`config.mk`:
```
export PLATFORM = sky130hd
export DESIGN_NAME = timer_core
export DESIGN_NICKNAME = d
export VERILOG_FILES = /design/src/shared/timer_pkg.sv /design/src/design/timer_core.sv /design/src/design/timer_tick_select.sv /design/src/design/timer_channel.sv
export VERILOG_INCLUDE_DIRS = /design/src /design/src/shared
export SDC_FILE = /design/constraint.sdc
export NUM_CORES = 1
export LEC_CHECK = 0
export BUFFER_PORTS_ARGS = -buffer_cell sky130_fd_sc_hd__buf_2
export CAP_MARGIN = 0
export CORE_ASPECT_RATIO = 1.2
export CORE_MARGIN = 4
export CORE_UTILIZATION = 54
export DETAILED_ROUTE_END_ITERATION = 16
export PLACE_DENSITY = 0.79
export RECOVER_POWER = 50
export REMOVE_ABC_BUFFERS = 1
export SLEW_MARGIN = 40
export SYNTH_ARGS = -nofsm -noshare
export SYNTH_HDL_FRONTEND = slang
export SYNTH_SLANG_ARGS = --single-unit
```
`constraint.sdc`:
```
create_clock -name aclk -period 3.9 [get_ports aclk]
set_clock_uncertainty 0.15 [all_clocks]
set_input_delay 0.195 -clock aclk [delete_from_list [all_inputs] [get_ports aclk]]
set_output_delay 0.195 -clock aclk [all_outputs]
set_load 0.02 [all_outputs]
```
`src/shared/timer_regs.svh`:
```
// Register offsets, field positions, reset values and encodings of the timer core.
// Assumes inclusion by bare name from design files; holds definitions only.
`ifndef TIMER_REGS_SVH
`define TIMER_REGS_SVH

`define TMR_NUM_TIMERS        2
`define TMR_CNT_WIDTH         10
`define TMR_PER_WIDTH         3
`define TMR_STRIDE            32'h0000_0020
`define TMR_OFF_CTRL          32'h0000_0000
`define TMR_OFF_CMPA          32'h0000_0004
`define TMR_OFF_CMPB          32'h0000_0008
`define TMR_OFF_CMPP          32'h0000_000C
`define TMR_OFF_COUNT         32'h0000_0010
`define TMR_OFF_OUTCFG        32'h0000_0014
`define TMR_OFF_STATUS        32'h0000_0040
`define TMR_OFF_MASK          32'h0000_0044
`define TMR_OFF_PINSEL        32'h0000_0048
`define TMR_OFF_PORTDATA      32'h0000_004C
`define TMR_CTRL_CKSEL_LSB    0
`define TMR_CTRL_EDGE_BIT     3
`define TMR_CTRL_RUN_BIT      4
`define TMR_CTRL_CLRP_BIT     5
`define TMR_CTRL_CLRA_BIT     6
`define TMR_CTRL_MODE_LSB     8
`define TMR_CTRL_RESET        32'h0000_0000
`define TMR_CKSEL_SYS_DIV4    3'h0
`define TMR_CKSEL_SYS         3'h1
`define TMR_CKSEL_HS_DIV16    3'h2
`define TMR_CKSEL_HS_DIV64    3'h3
`define TMR_CKSEL_TBC         3'h4
`define TMR_CKSEL_RESERVED    3'h5
`define TMR_CKSEL_EXT_A       3'h6
`define TMR_CKSEL_EXT_B       3'h7
`define TMR_PINSEL_RESET      8'h11
`define TMR_PORTDATA_RESET    8'hFF
`define TMR_AXI_OKAY          2'h0
`define TMR_AXI_SLVERR        2'h2

`endif

```
`src/shared/timer_pkg.sv`:
```
// Types shared by the timer core files.
// Assumes timer_regs.svh is compiled alongside.
package timer_pkg;

  typedef enum logic [1:0] {
    OUT_HOLD   = 2'h0,
    OUT_LOW    = 2'h1,
    OUT_HIGH   = 2'h2,
    OUT_TOGGLE = 2'h3
  } out_action_t;

  typedef enum logic [1:0] {
    MODE_COMPARE = 2'h0,
    MODE_TIMER   = 2'h1,
    MODE_PWM     = 2'h2
  } timer_mode_t;

  typedef struct packed {
    logic [2:0]  clk_sel;
    logic        fall_edge;
    logic        run;
    logic        clr_on_p;
    logic        clr_on_a;
    timer_mode_t mode;
    out_action_t act_a;
    out_action_t act_b;
    out_action_t act_p;
    logic [9:0]  cmp_a;
    logic [9:0]  cmp_b;
    logic [2:0]  cmp_p;
    logic        has_b;
  } timer_cfg_t;

  typedef struct packed {
    logic match_a;
    logic match_b;
    logic match_p;
  } timer_evt_t;

endpackage

```
`src/design/timer_core.sv`:
```
// Behaviour
// Up to two timers, index zero and one, each with own counter.
// Counter equal to comparator raises interrupt, may clear counter and change pin.
// Three-bit select picks system, high-speed, time-base or external clock.
// Reserved select code 101 gives the counter no clock.
// External pin edges advance counter as clock or event counter.
// External pin active edge is selectable rising or falling.
// Compact and standard timers have comparators A and P, each interrupting.
// Enhanced timer has comparators A, B and P: three interrupts.
// Compare output mode sets, clears or toggles pins on match.
// PWM waveform appears on the compare output pins.
// Software routes each pin to the timer with its selection bit first.
// Port data bits pick true or inverted output per pin: complementary pair.
// Selection bit one gives timer function; zero keeps other function.
// Compact period compare is three top bits; A compares all ten.
// Counter increments per active edge, wraps unless a match clears it.
//
// Timer core top: AXI4-Lite register slave, two timers, pin muxing, interrupt.
// Assumes all pins synchronous to aclk and tick strobes one aclk cycle wide.
`timescale 1ns/1ps
`include "timer_regs.svh"
module timer_core #(
  parameter int    NUM_TIMERS = `TMR_NUM_TIMERS,
  parameter int    CNT_W      = `TMR_CNT_WIDTH,
  parameter logic [NUM_TIMERS-1:0] HAS_B = 2'b10
) (
  input  wire logic                  aclk,
  input  wire logic                  aresetn,
  input  wire logic [31:0]           s_axi_awaddr,
  input  wire logic                  s_axi_awvalid,
  output logic                       s_axi_awready,
  input  wire logic [31:0]           s_axi_wdata,
  input  wire logic [3:0]            s_axi_wstrb,
  input  wire logic                  s_axi_wvalid,
  output logic                       s_axi_wready,
  output logic [1:0]                 s_axi_bresp,
  output logic                       s_axi_bvalid,
  input  wire logic                  s_axi_bready,
  input  wire logic [31:0]           s_axi_araddr,
  input  wire logic                  s_axi_arvalid,
  output logic                       s_axi_arready,
  output logic [31:0]                s_axi_rdata,
  output logic [1:0]                 s_axi_rresp,
  output logic                       s_axi_rvalid,
  input  wire logic                  s_axi_rready,
  input  wire logic                  sys_tick,
  input  wire logic                  hs_tick,
  input  wire logic                  tbc_tick,
  input  wire logic [NUM_TIMERS-1:0] external_timer_clock_pin,
  input  wire logic [7:0]            shared_func_out,
  output logic [7:0]                 timer_output_pin_r,
  output logic [7:0]                 timer_output_en_r,
  output logic                       irq_r
);
  localparam int NEVT = 3 * NUM_TIMERS;

  timer_pkg::timer_cfg_t cfg_r [NUM_TIMERS];
  logic [CNT_W-1:0]      count  [NUM_TIMERS];
  timer_pkg::timer_evt_t evt    [NUM_TIMERS];
  logic [NUM_TIMERS-1:0] tick;
  logic [NUM_TIMERS-1:0] wave;
  logic [NUM_TIMERS-1:0] cnt_clear;
  logic [NEVT-1:0]       status_r;
  logic [NEVT-1:0]       mask_r;
  logic [NEVT-1:0]       evt_vec;
  logic [7:0]            timer_pin_function_select;
  logic [7:0]            port_data_r;

  // Address decode and write-strobe merge helpers
  function automatic logic is_timer_reg(input logic [31:0] a, input int t,
                                        input logic [31:0] off);
    is_timer_reg = (a[7:0] == 8'(`TMR_STRIDE * t + off));
  endfunction

  function automatic logic [7:0] wmerge(input logic [7:0] old, input logic [31:0] d,
                                        input logic [3:0] s);
    wmerge = s[0] ? d[7:0] : old;
  endfunction

  // AXI write path: address and data taken in either order
  logic        aw_have_r;
  logic        w_have_r;
  logic [31:0] aw_addr_r;
  logic [31:0] w_data_r;
  logic [3:0]  w_strb_r;
  logic        wr_go;
  logic        wr_hit;

  logic        aw_have_nxt;
  logic        w_have_nxt;
  logic        bvalid_nxt;
  logic        rvalid_nxt;

  assign wr_go = aw_have_r & w_have_r & ~s_axi_bvalid;
  assign aw_have_nxt = (s_axi_awvalid & s_axi_awready) | (aw_have_r & ~wr_go);
  assign w_have_nxt  = (s_axi_wvalid & s_axi_wready) | (w_have_r & ~wr_go);
  assign bvalid_nxt  = wr_go | (s_axi_bvalid & ~s_axi_bready);
  assign rvalid_nxt  = (s_axi_arvalid & s_axi_arready) | (s_axi_rvalid & ~s_axi_rready);

  // Readies come from flops fed by next state; low for one cycle after reset
  always_ff @(posedge aclk) begin
    if (!aresetn) begin
      s_axi_awready <= 1'b0;
      s_axi_wready  <= 1'b0;
      s_axi_arready <= 1'b0;
    end else begin
      s_axi_awready <= ~aw_have_nxt & ~bvalid_nxt;
      s_axi_wready  <= ~w_have_nxt & ~bvalid_nxt;
      s_axi_arready <= ~rvalid_nxt;
    end
  end

  always_ff @(posedge aclk) begin
    if (!aresetn) begin
      aw_have_r <= 1'b0;
      w_have_r  <= 1'b0;
      aw_addr_r <= '0;
      w_data_r  <= '0;
      w_strb_r  <= '0;
    end else begin
      if (s_axi_awvalid && s_axi_awready) begin
        aw_have_r <= 1'b1;
        aw_addr_r <= s_axi_awaddr;
      end else if (wr_go) begin
        aw_have_r <= 1'b0;
      end
      if (s_axi_wvalid && s_axi_wready) begin
        w_have_r <= 1'b1;
        w_data_r <= s_axi_wdata;
        w_strb_r <= s_axi_wstrb;
      end else if (wr_go) begin
        w_have_r <= 1'b0;
      end
    end
  end

  always_comb begin
    wr_hit = (aw_addr_r[31:8] == '0) &&
             ((aw_addr_r[7:0] == 8'(`TMR_OFF_STATUS)) || (aw_addr_r[7:0] == 8'(`TMR_OFF_MASK))
              || (aw_addr_r[7:0] == 8'(`TMR_OFF_PINSEL))
              || (aw_addr_r[7:0] == 8'(`TMR_OFF_PORTDATA)));
    for (int t = 0; t < NUM_TIMERS; t++) begin
      if (aw_addr_r[31:8] == '0 && aw_addr_r[7:0] >= 8'(`TMR_STRIDE * t)
          && aw_addr_r[7:0] <= 8'(`TMR_STRIDE * t + `TMR_OFF_OUTCFG)
          && aw_addr_r[1:0] == 2'b00) begin
        wr_hit = 1'b1;
      end
    end
  end

  always_ff @(posedge aclk) begin
    if (!aresetn) begin
      s_axi_bvalid <= 1'b0;
      s_axi_bresp  <= `TMR_AXI_OKAY;
    end else if (wr_go) begin
      s_axi_bvalid <= 1'b1;
      s_axi_bresp  <= wr_hit ? `TMR_AXI_OKAY : `TMR_AXI_SLVERR;
    end else if (s_axi_bready) begin
      s_axi_bvalid <= 1'b0;
    end
  end

  // Per-timer configuration registers
  for (genvar g = 0; g < NUM_TIMERS; g++) begin : g_tmr
    always_ff @(posedge aclk) begin
      if (!aresetn) begin
        cfg_r[g]       <= '0;
        cfg_r[g].has_b <= HAS_B[g];
      end else if (wr_go && aw_addr_r[31:8] == '0) begin
        if (is_timer_reg(aw_addr_r, g, `TMR_OFF_CTRL) && w_strb_r[0]) begin
          cfg_r[g].clk_sel   <= w_data_r[`TMR_CTRL_CKSEL_LSB +: 3];
          cfg_r[g].fall_edge <= w_data_r[`TMR_CTRL_EDGE_BIT];
          cfg_r[g].run       <= w_data_r[`TMR_CTRL_RUN_BIT];
          cfg_r[g].clr_on_p  <= w_data_r[`TMR_CTRL_CLRP_BIT];
          cfg_r[g].clr_on_a  <= w_data_r[`TMR_CTRL_CLRA_BIT];
        end
        if (is_timer_reg(aw_addr_r, g, `TMR_OFF_CTRL) && w_strb_r[1]) begin
          cfg_r[g].mode <= timer_pkg::timer_mode_t'(w_data_r[`TMR_CTRL_MODE_LSB +: 2]);
        end
        if (is_timer_reg(aw_addr_r, g, `TMR_OFF_CMPA)) begin
          if (w_strb_r[0]) cfg_r[g].cmp_a[7:0] <= w_data_r[7:0];
          if (w_strb_r[1]) cfg_r[g].cmp_a[9:8] <= w_data_r[9:8];
        end
        if (is_timer_reg(aw_addr_r, g, `TMR_OFF_CMPB) && HAS_B[g]) begin
          if (w_strb_r[0]) cfg_r[g].cmp_b[7:0] <= w_data_r[7:0];
          if (w_strb_r[1]) cfg_r[g].cmp_b[9:8] <= w_data_r[9:8];
        end
        if (is_timer_reg(aw_addr_r, g, `TMR_OFF_CMPP) && w_strb_r[0]) begin
          cfg_r[g].cmp_p <= w_data_r[2:0];
        end
        if (is_timer_reg(aw_addr_r, g, `TMR_OFF_OUTCFG) && w_strb_r[0]) begin
          cfg_r[g].act_a <= timer_pkg::out_action_t'(w_data_r[1:0]);
          cfg_r[g].act_b <= timer_pkg::out_action_t'(w_data_r[3:2]);
          cfg_r[g].act_p <= timer_pkg::out_action_t'(w_data_r[5:4]);
        end
      end
    end

    // Writing the count register restarts the counter from zero
    assign cnt_clear[g] = wr_go && aw_addr_r[31:8] == '0
                          && is_timer_reg(aw_addr_r, g, `TMR_OFF_COUNT);

    timer_tick_select u_tick (
      .aclk      (aclk),
      .aresetn   (aresetn),
      .clk_sel   (cfg_r[g].clk_sel),
      .fall_edge (cfg_r[g].fall_edge),
      .sys_tick  (sys_tick),
      .hs_tick   (hs_tick),
      .tbc_tick  (tbc_tick),
      .ext_pin   (external_timer_clock_pin[g]),
      .tick      (tick[g])
    );

    timer_channel #(.CNT_W(CNT_W)) u_chan (
      .aclk      (aclk),
      .aresetn   (aresetn),
      .tick      (tick[g]),
      .cnt_clear (cnt_clear[g]),
      .cfg       (cfg_r[g]),
      .count_r   (count[g]),
      .evt       (evt[g]),
      .wave_r    (wave[g])
    );

    assign evt_vec[3*g +: 3] = {evt[g].match_b, evt[g].match_p, evt[g].match_a};
  end

  // Global registers: pin select, port data, mask
  always_ff @(posedge aclk) begin
    if (!aresetn) begin
      timer_pin_function_select <= `TMR_PINSEL_RESET;
      port_data_r               <= `TMR_PORTDATA_RESET;
      mask_r                    <= '0;
    end else if (wr_go && aw_addr_r[31:8] == '0) begin
      if (aw_addr_r[7:0] == 8'(`TMR_OFF_PINSEL))
        timer_pin_function_select <= wmerge(timer_pin_function_select, w_data_r, w_strb_r);
      if (aw_addr_r[7:0] == 8'(`TMR_OFF_PORTDATA))
        port_data_r <= wmerge(port_data_r, w_data_r, w_strb_r);
      if (aw_addr_r[7:0] == 8'(`TMR_OFF_MASK) && w_strb_r[0])
        mask_r <= w_data_r[NEVT-1:0];
    end
  end

  // AXI read path; a status read clears the bits it returned
  logic        rd_status;
  logic [31:0] rd_word;
  logic        rd_ok;

  assign rd_status = s_axi_arvalid && s_axi_arready && s_axi_araddr == `TMR_OFF_STATUS;

  always_comb begin
    rd_word = '0;
    rd_ok   = 1'b0;
    if (s_axi_araddr[31:8] == '0) begin
      for (int t = 0; t < NUM_TIMERS; t++) begin
        if (is_timer_reg(s_axi_araddr, t, `TMR_OFF_CTRL)) begin
          rd_word = {22'd0, cfg_r[t].mode, 1'b0, cfg_r[t].clr_on_a, cfg_r[t].clr_on_p,
                     cfg_r[t].run, cfg_r[t].fall_edge, cfg_r[t].clk_sel};
          rd_ok   = 1'b1;
        end
        if (is_timer_reg(s_axi_araddr, t, `TMR_OFF_CMPA)) begin
          rd_word = {22'd0, cfg_r[t].cmp_a};
          rd_ok   = 1'b1;
        end
        if (is_timer_reg(s_axi_araddr, t, `TMR_OFF_CMPB)) begin
          rd_word = {22'd0, cfg_r[t].cmp_b};
          rd_ok   = 1'b1;
        end
        if (is_timer_reg(s_axi_araddr, t, `TMR_OFF_CMPP)) begin
          rd_word = {29'd0, cfg_r[t].cmp_p};
          rd_ok   = 1'b1;
        end
        if (is_timer_reg(s_axi_araddr, t, `TMR_OFF_COUNT)) begin
          rd_word = {{(32-CNT_W){1'b0}}, count[t]};
          rd_ok   = 1'b1;
        end
        if (is_timer_reg(s_axi_araddr, t, `TMR_OFF_OUTCFG)) begin
          rd_word = {26'd0, cfg_r[t].act_p, cfg_r[t].act_b, cfg_r[t].act_a};
          rd_ok   = 1'b1;
        end
      end
      case (s_axi_araddr[7:0])
        8'(`TMR_OFF_STATUS):   begin rd_word = {{(32-NEVT){1'b0}}, status_r}; rd_ok = 1'b1; end
        8'(`TMR_OFF_MASK):     begin rd_word = {{(32-NEVT){1'b0}}, mask_r}; rd_ok = 1'b1; end
        8'(`TMR_OFF_PINSEL):   begin rd_word = {24'd0, timer_pin_function_select}; rd_ok = 1'b1; end
        8'(`TMR_OFF_PORTDATA): begin rd_word = {24'd0, port_data_r}; rd_ok = 1'b1; end
        default:               ;
      endcase
    end
  end

  always_ff @(posedge aclk) begin
    if (!aresetn) begin
      s_axi_rvalid <= 1'b0;
      s_axi_rdata  <= '0;
      s_axi_rresp  <= `TMR_AXI_OKAY;
    end else if (s_axi_arvalid && s_axi_arready) begin
      s_axi_rvalid <= 1'b1;
      s_axi_rdata  <= rd_word;
      s_axi_rresp  <= rd_ok ? `TMR_AXI_OKAY : `TMR_AXI_SLVERR;
    end else if (s_axi_rready) begin
      s_axi_rvalid <= 1'b0;
    end
  end

  // Sticky events: a new match wins over the read-clear in the same cycle
  always_ff @(posedge aclk) begin
    if (!aresetn) begin
      status_r <= '0;
      irq_r    <= 1'b0;
    end else begin
      status_r <= (rd_status ? '0 : status_r) | evt_vec;
      irq_r    <= |(((rd_status ? '0 : status_r) | evt_vec) & mask_r);
    end
  end

  // Pin mapping: bits 1:0 timer 0, bits 7:4 timer 1; a zero port data bit inverts  //
  logic [7:0] pin_wave;
  always_comb begin
    pin_wave = '0;
    pin_wave[1:0] = {2{wave[0]}};
    if (NUM_TIMERS > 1) pin_wave[7:4] = {4{wave[NUM_TIMERS-1]}};
  end

  always_ff @(posedge aclk) begin
    if (!aresetn) begin
      timer_output_pin_r <= '0;
      timer_output_en_r  <= '1;
    end else begin
      for (int i = 0; i < 8; i++) begin
        // Software must have set the selection bit before relying on the pin  //
        if (timer_pin_function_select[i]) begin
          timer_output_pin_r[i] <= pin_wave[i] ^ ~port_data_r[i];
          timer_output_en_r[i]  <= 1'b0;
        end else begin
          timer_output_pin_r[i] <= shared_func_out[i];
          timer_output_en_r[i]  <= 1'b1;
        end
      end
    end
  end
endmodule

```
`src/design/timer_tick_select.sv`:
```
// Chooses one count tick per timer from prescaled internal clocks or the external pin.
// Assumes the external pin is already synchronous to aclk.
`timescale 1ns/1ps
`include "timer_regs.svh"
module timer_tick_select (
  input  wire logic       aclk,
  input  wire logic       aresetn,
  input  wire logic [2:0] clk_sel,
  input  wire logic       fall_edge,
  input  wire logic       sys_tick,
  input  wire logic       hs_tick,
  input  wire logic       tbc_tick,
  input  wire logic       ext_pin,
  output logic            tick
);
  logic [5:0] div_r;
  logic       ext_prev_r;
  logic       ext_edge;

  always_ff @(posedge aclk) begin
    if (!aresetn) begin
      div_r      <= '0;
      ext_prev_r <= 1'b0;
    end else begin
      ext_prev_r <= ext_pin;
      if (hs_tick) begin
        div_r <= div_r + 6'd1;
      end
    end
  end

  // Either edge polarity is usable for counting events     //
  assign ext_edge = fall_edge ? (ext_prev_r & ~ext_pin) : (~ext_prev_r & ext_pin);

  always_comb begin
    case (clk_sel)
      `TMR_CKSEL_SYS_DIV4: tick = sys_tick & (div_r[1:0] == 2'd3);
      `TMR_CKSEL_SYS:      tick = sys_tick;
      `TMR_CKSEL_HS_DIV16: tick = hs_tick & (div_r[3:0] == 4'hF);
      `TMR_CKSEL_HS_DIV64: tick = hs_tick & (div_r == 6'h3F);
      `TMR_CKSEL_TBC:      tick = tbc_tick;
      `TMR_CKSEL_RESERVED: tick = 1'b0;
      default:             tick = ext_edge;
    endcase
  end
endmodule

```
`src/design/timer_channel.sv`:
```
// One timer: 10-bit counter, compare A/B/P, output action logic.
// Assumes a one-cycle count tick and the configuration held by the top.
`timescale 1ns/1ps
`include "timer_regs.svh"
module timer_channel #(
  parameter int CNT_W = `TMR_CNT_WIDTH
) (
  input  wire logic                aclk,
  input  wire logic                aresetn,
  input  wire logic                tick,
  input  wire logic                cnt_clear,
  input  timer_pkg::timer_cfg_t    cfg,
  output logic [CNT_W-1:0]         count_r,
  output timer_pkg::timer_evt_t    evt,
  output logic                     wave_r
);
  logic hit_a;
  logic hit_b;
  logic hit_p;
  logic wave_nxt;

  assign hit_a = tick && (count_r == cfg.cmp_a);
  assign hit_b = tick && cfg.has_b && (count_r == cfg.cmp_b);
  // Period hits on the last count whose top bits match  //
  assign hit_p = tick && (count_r[CNT_W-1 -: `TMR_PER_WIDTH] == cfg.cmp_p)
                 && (count_r[CNT_W-`TMR_PER_WIDTH-1:0] == '1);
  assign evt = '{match_a: hit_a, match_b: hit_b, match_p: hit_p};

  function automatic logic apply(input timer_pkg::out_action_t act, input logic cur);
    case (act)
      timer_pkg::OUT_LOW:    apply = 1'b0;
      timer_pkg::OUT_HIGH:   apply = 1'b1;
      timer_pkg::OUT_TOGGLE: apply = ~cur;
      default:               apply = cur;
    endcase
  endfunction

  always_ff @(posedge aclk) begin
    if (!aresetn || cnt_clear || !cfg.run) begin
      count_r <= '0;
    end else if (tick) begin
      if ((hit_p && cfg.clr_on_p) || (hit_a && cfg.clr_on_a)) begin
        count_r <= '0;
      end else begin
        count_r <= count_r + 1'b1;
      end
    end
  end

  always_comb begin
    wave_nxt = wave_r;
    if (cfg.mode == timer_pkg::MODE_PWM) begin
      // Edge-aligned: high from period start until compare A  //
      if (hit_p) wave_nxt = 1'b1;
      if (hit_a) wave_nxt = 1'b0;
    end else if (cfg.mode == timer_pkg::MODE_COMPARE) begin
      if (hit_p) wave_nxt = apply(cfg.act_p, wave_nxt);
      if (hit_b) wave_nxt = apply(cfg.act_b, wave_nxt);
      if (hit_a) wave_nxt = apply(cfg.act_a, wave_nxt);
    end
  end

  always_ff @(posedge aclk) begin
    if (!aresetn || !cfg.run) wave_r <= 1'b0;
    else                      wave_r <= wave_nxt;
  end
endmodule

```
# == Yosys cells after proc, flatten, opt, wreduce, memory -nomap -nowiden ==
# Memories as Yosys holds them, arrays and structs flattened.
# Cells that the tools add are included.
# op_classes
n_addsub,4
magnitude_cmp,4
eq_ne,76
mux,177
n_bitwise,87
n_reduce_logical,73
# op_table
op,count
$mux W32,12
$mux W1,132
$pmux W32 S4,1
$eq A8 B6 Y1 const B,12
$eq A8 B7 Y1 const B,8
$logic_not A24 Y1,2
$eq A10 B10 Y1,4
$logic_and A1 B1 Y1,37
$eq A2 B2 Y1 const B,16
$eq A32 B7 Y1 const B,1
$eq A8 B5 Y1 const B,4
$or A1 B1 Y1,32
$mux W10,3
$mux W2,13
$not A1 Y1,26
$eq A8 B4 Y1 const B,3
$mux W8,3
$and A1 B1 Y1,21
$add A10 B1 Y10 const B,2
$pmux W1 S3,6
$eq A8 B3 Y1 const B,2
$logic_not A8 Y1,2
$eq A7 B7 Y1 const B,2
$add A6 B1 Y6 const B,2
other kinds (27),75
# totals
ff_bits,168
ram_bits,78
in_bits,120
output_inout_bits,58
wordCells,450
mem_count,1
# mem_list
memory,depth,word_bits,rd,rd_ports_with_merged_regs,write_ports,line,text
cfg_r,2,39,2,0,2,timer_core.sv:57,timer_pkg::timer_cfg_t cfg_r [NUM_TIMERS];

# == Depth between registers and ports, before layout ==
# depth
ltp_word,19
depth_mapped,8
ltp_nobuf,8

# == By module ==
# Synthesis repeated with hierarchy kept, for this count alone.
# hier_totals
hier_cells,1172
hier_area_um2,10679.0
# by_module_without_submodules
mod,instances,cells_per_inst,area_per_inst_um2
timer_core,1,872,8111.5
timer_channel,2,116,942.2
timer_tick_select,2,34,341.6

# == Worst setup path before layout ==
# No wires, ideal clock.
# synth_path
path_kind,flip-flop to flip-flop
from,register aw_addr_r[14]
to,memory cfg_r[1][10] in the netlist's numbering (enable)
arrival_time_ns,2.246
t_required_ns,3.366
slack_ns,1.120
path_stages_with_launch,6
synth_period_minus_slack_ns,2.780
path_cell_list,dfxtp_1 > or4_4 > nor4_4 > and2_1 > nand3_2 > o21ai_0
# synth_lines
item,line,text
start: declaration,timer_core.sv:83,logic [31:0] aw_addr_r;
start signal: assignment,timer_core.sv:123,aw_addr_r <= s_axi_awaddr;
end: declaration,timer_core.sv:57,

==> summary.txt <==
CP Max Fanout -> 34
Type of the most critical hold path -> in2reg
Synth Cell Area -> 10300 um2
Routed WL -> 29.3 mm
Fin crit share -> 0.809
DR pass1 iterations -> 7
Die X-Extent -> 134 um
Register area -> 4900 um2
Failing checks -> capacitance limit, slew limit
Die Y -> 160 um
Lkg Pwr -> 4.56 nW
Crit end category -> flip-flop
Sequential area share after synthesis -> 0.474
Startpoint types -> primary input
Fill count -> 1558
Vias/cell -> 5.77
Initial core utilization -> 0.548
Yosys warns -> 0
Post-layout min period -> 3150 ps
Peak supply drop -> 0.305 mV
Vias in the first global route -> 8696
CTS tree -> done
Design area -> 12300 um2
Final Hold Fails -> 0
F_max -> 317 MHz
Die area -> 21400 um2
Cts repair resizes -> 0
Skew-Pair Late Insertion Delay -> 500 ps
Critical Path RT -> 4120 ps
Async set-reset flop share out of synthesis -> 0
Slew headroom -> -0.107
RePlAce Congestion -> 0.990
Final WS setup -> 747 ps
Core Area -> 18900 um2
Overflow after GRT -> 0
Site Rows -> 55
DP Area -> 11100 um2
Post-DRT Antenna Nets -> 0
Status -> complete, but fails checks
Setup Crit Path Kind -> in2reg
Via count -> 8886
Final Slew Violations -> 35
Post-Syn Instances -> 1104
Clock-pin slew on the worst setup and hold paths -> 60 ps
DRT iter0 DRCs -> 807
Number of flops mapped to enable cells by yosys -> 66
Ant diodes -> 0
Nets -> 1394
Worst Max-Slew Pin Slew -> 1660 ps
Most frequent cells in the layout -> 169 x nand2_1, 146 x dfxtp_1, 95 x nor2_1
Clk sinks -> 212
CTS H-tree lvls -> 1
# IOs -> 178
Avg Cell Area, Syn -> 9.36 um2
First-pass GRT wire length -> 46.1 mm
CTS Buf Count -> 22
Synth Flop Type -> dfxtp_1
Antenna violations before repair -> 0
Setup TNS -> 0 ps
RSZ-0062 raised after global routing -> false
Syn-to-layout area delta -> 18.7%
Largest net degree at the start of global routing -> 65
Post-Place Worst Slack -> 1060 ps
Post-CTS Setup Inserts -> 0
Post-route DRC -> 0
Share of cells above drive strength 1 -> 0.144
Max-Cap Viols -> 1
IO Port Bufs -> 129
CTS root buffer -> clkbuf_16
Yosys cell types -> 83
Final setup viols -> 0
PwrDens -> 399 nW/um2
Global Route Usage Sum -> 0.269
DPL Wire Length -> 20.4 mm
Most common cell after layout, fill and taps aside -> nand2_1
Drt wl/cell -> 19.0 um
Flops & latches, synth -> 212
CP arrival -> 3370 ps
Multi-input gate area -> 5020 um2
Total Power -> 4.89 mW
Max clock buf depth -> 3
[final timing paths]
path | to | cells after the start | start | slack (ps)
max | cfg_r[0][3] | 5 | aresetn | 750
min | s_axi_rresp[1] | 3 | s_axi_arvalid | 20
max reg2reg | cfg_r[0][1] | 6 | aw_addr_r[27] | 780
min reg2reg | timer_output_en_r[7] | 1 | timer_pin_function_select[7] | 280
[what timing repair did]
| action | 4_1_cts | 5_1_grt |
|---|---|---|
| hold buffers | 57 | 0 |
| setup endpoints to repair | 0 | 0 |
| endpoints found under the hold margin | 65 | 0 |
[report_power, final]
| group | switching (mW) | internal, mW |
|---|---|---|
| sequential | 0.0710 | 2.33 |
| combinational | 0.236 | 0.162 |
| clock | 0.862 | 1.23 |
[worst max-delay path: stages]
cell and delay (ps):
clkbuf_1 1160, inv_1 970, or3_1 610, nor2_1 250, and2_1 180
[kinds of logic (layout without fill, tap and decap cells)]
family                     count (synthesis)  after routing  synth area share
AOI/OAI and AO/OA                        182            182             0.117
xor gates and xnor gates                  68             68            0.0576
adders and majority gates                  5              5           0.00605
buffers and inverters                     97            255            0.0454
DFF                                      212            212             0.474
muxes                                     52             52            0.0511
other                                      1             24          0.000363
and+or+nand+nor                          487            487             0.249
[per-stage QoR]
| stage | cells | util | hold slack, ps |
|---|---|---|---|
| after global routing | 1541 | 0.651 | 37.4 |
| final | 1541 | 0.651 | 15.1 |
| after floorplan | 1049 | - | 107 |
| after global placement | 1444 | 0.587 | 261 |
| after detailed placement | 1444 | 0.587 | 263 |
| after CTS | 1541 | 0.656 | 12.4 |
[synthesized netlist by cell type (4+ instances only)]
cell type  instances  area (um2)
a21o_1             4        30.0
a21oi_1           68         340
a221oi_1          10        87.6
a222oi_1           7        70.1
a22oi_1           10        75.1
a31oi_1            6        37.5
and2_1            74         463
buf_1              4        15.0
buf_2              9        45.0
buf_4             25         188
clkbuf_1          40         150
dfxtp_1          146        2920
edfxtp_1          66        1980
ha_1               5        62.6
inv_1             17        63.8
mux2_2             6        67.6
mux2i_1           46         460
nand2_1          170         638
nand2b_1           7        43.8
nand3_1           22         110
nand3b_1           4        30.0
nand4_1           20         125
nor2_1            95         357
nor2_2             6        37.5
nor3_1            11        55.1
nor4_1            22         138
nor4_4             4        85.1
o211ai_1           5        37.5
o21ai_0           33         165
or2_2              6        37.5
or3_1              6        37.5
or4_1              4        30.0
xnor2_1           38         333
xor2_1            30         263
[state kept, by name, indices dropped and copies added, names as in the netlist, 2 cells and up]
register / cells
g_tmr.u_chan.wave_r: 2
w_data_r: 10
w_strb_r: 2
timer_output_pin_r: 8
mask_r: 6
timer_output_en_r: 8
g_tmr.u_chan.count_r: 20
aw_addr_r: 32
g_tmr.u_tick.div_r: 12
s_axi_rdata: 10
port_data_r: 8
cfg_r: 68
g_tmr.u_tick.ext_prev_r: 2
timer_pin_function_select: 8
status_r: 6
[final cells by class]
type / instances / area share
multi-input cells: 818 / 0.409
clock inverters: 9 / 0.00611
well taps: 256 / 0.0261
clock buffers: 31 / 0.0527
repair buffers: 196 / 0.101
inverters: 19 / 0.00581
flip-flops and latches: 212 / 0.400
[metal layers]
metal / global-route usage / up-vias / part of all wire
met2: 0.453 / 424 / 0.48
met1: 0.347 / 4212 / 0.41
met4: 0.110 / 0 / 0.043
li1: - / 4165 / -
met3: 0.0379 / 85 / 0.067
met5: 0 / - / 0
No activity file was read; power rests on OpenSTA's default activity.
